### src/clt_pkg.sv
// Constants and types shared by the configurable length timer core
package clt_pkg;

  // Counter length selections
  localparam logic [1:0] CLT_LEN_8  = 2'h0;
  localparam logic [1:0] CLT_LEN_10 = 2'h1;
  localparam logic [1:0] CLT_LEN_12 = 2'h2;
  localparam logic [1:0] CLT_LEN_16 = 2'h3;

  // Maximum counts per length
  localparam logic [15:0] CLT_MAX_8  = 16'h00FF;
  localparam logic [15:0] CLT_MAX_10 = 16'h03FF;
  localparam logic [15:0] CLT_MAX_12 = 16'h0FFF;
  localparam logic [15:0] CLT_MAX_16 = 16'hFFFF;

  // Clock source selections
  localparam logic [1:0] CLT_SRC_EXT  = 2'h0;
  localparam logic [1:0] CLT_SRC_AUX  = 2'h1;
  localparam logic [1:0] CLT_SRC_SUB  = 2'h2;
  localparam logic [1:0] CLT_SRC_ALT  = 2'h3;

  // Reset values
  localparam logic [15:0] CLT_COUNT_RST = 16'h0000;
  localparam logic [2:0]  CLT_DIV_RST   = 3'h0;

  // Counting modes
  typedef enum logic [1:0] {
    CLT_MODE_STOP = 2'b00,
    CLT_MODE_UP   = 2'b01,
    CLT_MODE_CONT = 2'b10,
    CLT_MODE_UPDN = 2'b11
  } clt_mode_t;

  // Complete core state
  typedef struct packed {
    logic [2:0]  src_sync;     // Selected clock, stage one
    logic [2:0]  src_meta;     // Selected clock, stage two and history
    logic [2:0]  div_cnt;      // Prescaler
    logic [15:0] count;        // Counter value
    logic        down;         // Latched direction
    logic        halted;       // Period of zero stopped counting
    logic [15:0] prev_period;  // Period on the last cycle
    logic        wrap_flag;    // Sticky wrap flag
    logic [6:0]  cmp_flag;     // Sticky compare flags
    logic        irq;          // Combined interrupt request
  } clt_state_t;

endpackage : clt_pkg

### src/clt_core.sv
// Counter core of a configurable length timer with period and compare flags
// What this block does
// - length_select picks 8, 10, 12 or 16 bits; max 0FFh to 0FFFFh.
// - Writes under a short length keep low bits, upper bits forced zero.
// - Counter steps up or down each divided clock edge; software reads and writes.
// - Counter write replaces the count at once, no timer edge needed.
// - Clear zeroes count, prescaler and the latched direction.
// - clock_source_select picks auxiliary, sub-main or one of two external clocks.
// - input_divider_select divides selected clock by 1, 2, 4 or 8.
// - Counter advances only with nonzero mode and an active clock.
// - Up or up/down: period zero stops; nonzero restarts upward from zero.
// - Mode 00 stop, 01 up, 10 continuous, 11 up/down.
// - Up mode counts zero to period then back to zero.
// - Entering up mode above the period restarts from zero at once.
// - Up mode: channel-0 flag at period, wrap flag on period-to-zero step.
// - Period change: count on to new period, or roll to zero if below.
// - Continuous mode wraps at max; channel 0 acts as plain compare.
// - Continuous mode: wrap flag on max-to-zero step.
// - Up/down counts up to period then down to zero, repeating.
// - Flags set only on real count steps, never on software writes.
// - Three or seven channels; each channel and wrap may raise interrupts.
// - Up/down: wrap flag on step from 0001h to 0000h.
// - Up/down with period above max behaves as continuous mode.
// - Direction is held while stopped; restart continues same way.
`timescale 1ns/1ps

module clt_core
  import clt_pkg::*;
#(
  parameter int CHANNELS = 7                    // Three or seven channels
) (
  input  wire logic                 clk,                 // System clock 125 MHz
  input  wire logic                 srst,                // Synchronous reset
  input  wire logic                 aux_clock,           // Auxiliary clock
  input  wire logic                 sub_main_clock,      // Sub-main clock
  input  wire logic                 timer_clock_in,      // External clock
  input  wire logic                 alt_ext_clock,       // Alternate external clock
  input  wire logic [1:0]           clock_source_select, // Clock source
  input  wire logic [1:0]           input_divider_select,// Divide by 1,2,4,8
  input  wire logic [1:0]           length_select,       // Counter length
  input  wire logic [1:0]           mode_control,        // Counting mode
  input  wire logic                 count_clear_bit,     // Clear pulse
  input  wire logic                 count_wr,            // Counter write strobe
  input  wire logic [15:0]          count_wdata,         // Counter write data
  input  wire logic [15:0]          period_latch,        // Channel 0 latch
  input  wire logic [CHANNELS-1:1]  compare_hit,         // Channel n equals count
  input  wire logic                 wrap_ie,             // Wrap interrupt enable
  input  wire logic [CHANNELS-1:0]  cmp_ie,              // Compare interrupt enables
  input  wire logic                 wrap_clr,            // Clear wrap flag
  input  wire logic [CHANNELS-1:0]  cmp_clr,             // Clear compare flags
  output logic [15:0]               count_value,         // Counter value
  output logic                      count_down,          // Direction, 1 = down
  output logic                      wrap_flag,           // Sticky wrap flag
  output logic [CHANNELS-1:0]       compare_event_flag,  // Sticky compare flags
  output logic                      irq                  // Interrupt request
);

  clt_state_t s_reg;
  clt_state_t s_next;

  logic [15:0] max_cnt;
  logic        src_lvl;
  logic        src_rise;
  logic        tick;
  logic [2:0]  div_mask;
  logic [15:0] period_m;
  logic [15:0] cnt_nx;
  logic        stepped;
  logic        wrap_ev;
  logic [CHANNELS-1:0] cmp_ev;

  // Maximum count per length
  always_comb begin
    if (length_select == CLT_LEN_8) begin
      max_cnt = CLT_MAX_8;
    end else if (length_select == CLT_LEN_10) begin
      max_cnt = CLT_MAX_10;
    end else if (length_select == CLT_LEN_12) begin
      max_cnt = CLT_MAX_12;
    end else begin
      max_cnt = CLT_MAX_16;
    end
  end

  // Source selection and divider mask
  always_comb begin
    case (clock_source_select)
      CLT_SRC_EXT: src_lvl = timer_clock_in;
      CLT_SRC_AUX: src_lvl = aux_clock;
      CLT_SRC_SUB: src_lvl = sub_main_clock;
      default:     src_lvl = alt_ext_clock;
    endcase
    case (input_divider_select)
      2'h0:    div_mask = 3'h0;
      2'h1:    div_mask = 3'h1;
      2'h2:    div_mask = 3'h3;
      default: div_mask = 3'h7;
    endcase
  end

  // Edge of the synchronised clock and prescaled tick
  assign src_rise = s_reg.src_meta[0] & ~s_reg.src_meta[1];
  assign tick     = src_rise && ((s_reg.div_cnt & div_mask) == div_mask);
  assign period_m = period_latch & max_cnt;

  // Next state
  always_comb begin
    s_next   = s_reg;
    cnt_nx   = s_reg.count;
    stepped  = 1'b0;
    wrap_ev  = 1'b0;
    cmp_ev   = '0;
    s_next.src_sync    = {s_reg.src_sync[1:0], src_lvl};
    s_next.src_meta    = {s_reg.src_meta[1:0], s_reg.src_sync[0]};
    s_next.prev_period = period_latch;

    // Period of zero halts; nonzero restarts upward from zero
    if (period_latch == 16'h0000) begin
      s_next.halted = 1'b1;
    end else if (s_reg.halted) begin
      s_next.halted = 1'b0;
      cnt_nx        = 16'h0000;
      s_next.down   = 1'b0;
    end

    if (src_rise) begin
      s_next.div_cnt = s_reg.div_cnt + 3'h1;
    end

    // Counting, only with nonzero mode and an active clock
    if (tick && mode_control != CLT_MODE_STOP) begin
      stepped = 1'b1;
      case (clt_mode_t'(mode_control))
        CLT_MODE_UP: begin
          if (s_reg.halted || period_latch == 16'h0000) begin
            stepped = 1'b0;
          end else if (s_reg.count >= period_m) begin
            cnt_nx = 16'h0000;
            wrap_ev = (s_reg.count == period_m);
          end else begin
            cnt_nx = s_reg.count + 16'h0001;
          end
        end
        CLT_MODE_CONT: begin
          if (s_reg.count >= max_cnt) begin
            cnt_nx  = 16'h0000;
            wrap_ev = 1'b1;
          end else begin
            cnt_nx = s_reg.count + 16'h0001;
          end
        end
        CLT_MODE_UPDN: begin
          if (s_reg.halted || period_latch == 16'h0000) begin
            stepped = 1'b0;
          end else if (period_latch > max_cnt) begin
            // Behaves as continuous, no descent from max
            s_next.down = 1'b0;
            if (s_reg.count >= max_cnt) begin
              cnt_nx  = 16'h0000;
              wrap_ev = 1'b1;
            end else begin
              cnt_nx = s_reg.count + 16'h0001;
            end
          end else if (s_reg.down) begin
            if (s_reg.count == 16'h0000) begin
              s_next.down = 1'b0;
              cnt_nx      = 16'h0001;
            end else begin
              cnt_nx  = s_reg.count - 16'h0001;
              wrap_ev = (s_reg.count == 16'h0001);
              s_next.down = (s_reg.count != 16'h0001);
            end
          end else if (s_reg.count >= period_m) begin
            s_next.down = 1'b1;
            cnt_nx      = s_reg.count - 16'h0001;
          end else begin
            cnt_nx = s_reg.count + 16'h0001;
          end
        end
        default: stepped = 1'b0;
      endcase
    end

    // Entering up mode above the period restarts at once
    // A zero period halts instead, so the held count survives
    if (mode_control == CLT_MODE_UP && s_reg.count > period_m && !stepped
        && period_latch != 16'h0000) begin
      cnt_nx = 16'h0000;
    end

    // Compare events only from real count steps
    if (stepped && cnt_nx != s_reg.count) begin
      cmp_ev[0] = (cnt_nx == period_m);
    end
    for (int i = 1; i < CHANNELS; i++) begin
      cmp_ev[i] = stepped && compare_hit[i];
    end
    if (!stepped) begin
      wrap_ev = 1'b0;
    end

    s_next.count = cnt_nx & max_cnt;

    // Software write replaces count at once
    if (count_wr) begin
      s_next.count = count_wdata & max_cnt;
    end

    // Clear zeroes count, prescaler and direction
    if (count_clear_bit) begin
      s_next.count   = CLT_COUNT_RST;
      s_next.div_cnt = CLT_DIV_RST;
      s_next.down    = 1'b0;
    end

    // Sticky flags, set wins over clear
    s_next.wrap_flag = (s_reg.wrap_flag & ~wrap_clr) | wrap_ev;
    s_next.cmp_flag  = '0;
    s_next.cmp_flag[CHANNELS-1:0] = (s_reg.cmp_flag[CHANNELS-1:0] & ~cmp_clr) | cmp_ev;
    s_next.irq = (s_next.wrap_flag & wrap_ie) |
                 (|(s_next.cmp_flag[CHANNELS-1:0] & cmp_ie));
  end

  // State register
  always_ff @(posedge clk) begin
    if (srst) begin
      s_reg <= '0;
    end else begin
      s_reg <= s_next;
    end
  end

  assign count_value        = s_reg.count;
  assign count_down         = s_reg.down;
  assign wrap_flag          = s_reg.wrap_flag;
  assign compare_event_flag = s_reg.cmp_flag[CHANNELS-1:0];
  assign irq                = s_reg.irq;

  // Helper tracking a real step for assertions
  logic was_step;
  always_ff @(posedge clk) begin
    if (srst) begin
      was_step <= 1'b0;
    end else begin
      was_step <= stepped;
    end
  end
endmodule // clt_core

### config.mk
export PLATFORM = sky130hd
export DESIGN_NAME = clt_core
export DESIGN_NICKNAME = d
export VERILOG_FILES = /design/src/clt_pkg.sv /design/src/clt_core.sv
export SDC_FILE = /design/constraint.sdc
export NUM_CORES = 1
export LEC_CHECK = 0
export BUFFER_PORTS_ARGS = -buffer_cell sky130_fd_sc_hd__buf_2
export CELL_PAD_IN_SITES_DETAIL_PLACEMENT = 1
export CELL_PAD_IN_SITES_GLOBAL_PLACEMENT = 1
export CORE_MARGIN = 2
export CORE_UTILIZATION = 44
export CTS_CLUSTER_DIAMETER = 80
export DETAILED_ROUTE_END_ITERATION = 16
export PLACE_DENSITY_LB_ADDON = 0.1
export SKIP_LAST_GASP = 1
export SLEW_MARGIN = 10
export SYNTH_ARGS = -nofsm -noshare
export SYNTH_HDL_FRONTEND = slang
export SYNTH_SLANG_ARGS = --single-unit
### constraint.sdc
create_clock -name clk -period 8.8 [get_ports clk]
set_input_delay 0.44 -clock clk [delete_from_list [all_inputs] [get_ports clk]]
set_output_delay 0.44 -clock clk [all_outputs]
set_load 0.1 [all_outputs]
==> reports/metrics.yaml <==
status:
  status: "complete, no violations"
setup_path:
  cp.required_ns: 8.97
  critPathMaxFanout: 8
  cp_slowest_cell: "a221oi_1"
  startpoint_type: "input pin"
  worst_path_dominant_cell_family: "compound AO/OA/AOI/OAI gates"
  r2r_cells: 13
  crit_path_start: "length_select[1]"
  crit_cells: 17
  r2r_start: "count_value[5]$_SDFF_PP0_"
  reg2reg_to: "irq$_SDFF_PP0_"
  path_class: "in -> reg"
  reg2reg_slack_ns: 3.79
  max_stage_delay_ns: 0.67
  path_cells: "buf_2, and2_1, ha_1, inv_1, ha_1, nand4_1, or3_1, o2111a_1, nand3_1, o21ai_1, a221oi_1, o31ai_1, a2111oi_0, o2111ai_1, a2111oi_0, nand4_1, a311oi_1"
  worstSetupEndpoint: "irq$_SDFF_PP0_"
  critPathBufInv: 2
  crit_path_end_kind: "register"
  critPathArrivalTime_ns: 5.27
timing:
  fin_setup_tns_ns: 0
  period_needed_ns: 5.093
  fmax_mhz: 196.3
  maxSlewHeadroom_pct: 28.11
  slew_violations: 0
  hold_violations: 0
  setup_viol: 0
  final.setup_skew_ns: 0.007982
  rsz0062_at_grt: "false"
  fin_crit_sh_pct: 57.88
  setup_slack_ns: 3.707
  tightestPinTransition_ns: 1.075
synthesis:
  syn_inst: 792
  synth_cell_types: 78
  synth_edf_count: 0
  ys_seq_area_share_pct: 12.30
  async_reset_ff_share_pct: 0
  yosysWarnings: 0
  synth_fp_nets: 904
  ys_seq_elements: 33
  ys.flop_type: "dfxtp_1"
  synth.avg_cell_area_um2: 6.782
  syn_area_um2: 5371
clocking:
  post-cts-setup-buffer-count: 0
  clock_latency_ns: 0.27
  clkTransAtPathRegs_ns: 0.05
  clockBufferDepth: 2
  h-tree-depth: 2
  ctsResizeCount: 0
  cts-buffers-inserted: 5
  cts_sinks: 33
  cts_tree: "yes"
  clockRootBuffer: "clkbuf_16"
  ctsHoldBuffers: 0
pwr:
  report.power.total_mw: 0.5639
  clkPwrFrac_pct: 36.1
  power_switching_mw: 0.2052
  seqPwrFrac_pct: 27.7
  power_frac_comb_pct: 36.2
  leakage_nw: 2.492
  internal-power_mw: 0.3587
  power_density_nw_per_um2: 93.95
  irDropWorstVdd_mv: 0.07861
  swShare_pct: 36.39
place:
  place.gp.congestion: 1.075
  place_area_um2: 5826
  hpwl_mm: 20.22
  dp_slack_ns: 3.480
  placed_cells: 982
  numPortBuffers: 95
detailed_routing:
  routed_via_density: 6.993
  drt_iter0_markers: 697
  drc_errors: 0
  vias: 6923
  wl_per_cell_um: 27.01
  routed_wirelength_mm: 26.74
  postRouteAntennaNets: 0
  drt-pass1-iter-count: 7
global_routing:
  track_usage_pct: 41.25
  gr-total-overflow: 0
  first_global_vias: 7213
  grt_max_degree: 33
  grt_first_pass_wirelength_mm: 41.42
  antenna_found_initial: 0
cells_and_area:
  final_cell_area_um2: 6002
  stdcell_count: 990
  fin_nets: 954
  n_fill_cell: 1620
  antennaDiodeCount: 0
  drive_gt1_share_pct: 18.27
  area_growth_pct: 11.74
  multiInputGateArea_um2: 4202
  ff_latch_area_um2: 660.6
  final_common_cell: "buf_2"
  final_cell_mix: "buf_2, a21oi_1, nand2_1"
  largest_reg_flops: 16
job:
  drv_cap: 0
floorplanning:
  die-width_um: 114.5
  initial_utilization_pct: 44.91
  die_height_um: 114.5
  dieArea_um2: 13110
  core_um2: 11960
  io_pins: 96
  row_count: 40
hold_path:
  hold_path_class: "in -> reg"
## area by class of cell
class	count	share of cell area (%)
clock buffer	7	2.376
multi-input combinational	648	70.00
timing repair buffer	118	10.80
sequential	33	11.01
inverter	36	2.251
tap	147	3.064
clock inverter	1	0.5003
## tightest hold or removal path: cells and delay by family
kind / cells / cell delay [ns]
buffers and inverters: 1 / 0.08
and+or+nand+nor: 1 / 0.07
AOI/OAI and AO/OA: 1 / 0.06
## cells in the mapped netlist (18+ instances only)
| library cell | number | area [µm²] |
|---|---|---|
| o21ai_0 | 25 | 125.1 |
| dfxtp_1 | 33 | 660.6 |
| buf_4 | 24 | 180.2 |
| nand4_1 | 19 | 118.9 |
| nand3_1 | 32 | 160.2 |
| inv_1 | 36 | 135.1 |
| clkbuf_1 | 38 | 142.6 |
| nor4_1 | 18 | 112.6 |
| nand2_1 | 72 | 270.3 |
| nor2_1 | 60 | 225.2 |
| nor2b_1 | 22 | 137.6 |
| a21oi_1 | 77 | 385.4 |
| nor3_1 | 43 | 215.2 |
| ha_1 | 42 | 525.5 |
## per-stage QoR
stage / utilization, % / hold WS, ns
CTS: 50.15 / 0.4115
detailed placement: 48.70 / 0.4579
floorplan: - / 0.4138
global placement: 48.70 / 0.4300
global route: 50.18 / 0.4264
finish: 50.18 / 0.4107
## kinds of logic (layout without fill, tap and decap cells)
group	Yosys count	count (layout)	share of synthesized area, %
compound gates	233	233	29.49
buf+inv	111	162	9.643
simple gates	341	341	33.08
fa+ha+maj	42	42	9.783
xor+xnor	23	23	3.750
mux	9	9	1.957
flops	33	33	12.30
## power by group through the flow
stage | clock network [mW] | logic, mW | registers, mW
final | 0.204 | 0.204 | 0.156
after global routing | 0.213 | 0.217 | 0.157
after floorplan | 0 | 0.128 | 0.159
after global placement | 0 | 0.189 | 0.159
after CTS | 0.206 | 0.198 | 0.156
after detailed placement | 0 | 0.196 | 0.159
## how the worst min path moves through the flow
| stage | from | to | slack [ns] | cells past startpoint |
|---|---|---|---|---|
| 6_report | count_wdata[10] | count_value[10]$_SDFF_PP0_ | 0.41 | 3 |
| 5_1_grt | count_wdata[2] | count_value[2]$_SDFF_PP0_ | 0.43 | 3 |
| 4_1_cts | count_wdata[0] | count_value[0]$_SDFF_PP0_ | 0.41 | 3 |
| 3_5_place_dp | s_next[46]$_SDFF_PP0_ | s_next[47]$_SDFF_PP0_ | 0.46 | 1 |
| 3_3_place_gp | s_next[46]$_SDFF_PP0_ | s_next[47]$_SDFF_PP0_ | 0.43 | 1 |
| 2_1_floorplan | s_next[46]$_SDFF_PP0_ | s_next[47]$_SDFF_PP0_ | 0.41 | 1 |
## per-layer routing
layer  vias to the layer above  GRT usage (%)  wire, µm
li1                       3038              -         -
met1                      3282          50.11     10320
met2                       452          67.89     11950
met3                       151          6.723      2324
met4                         0          25.53      2141
met5                         -              0         0
No activity file was read; power rests on OpenSTA's default activity.
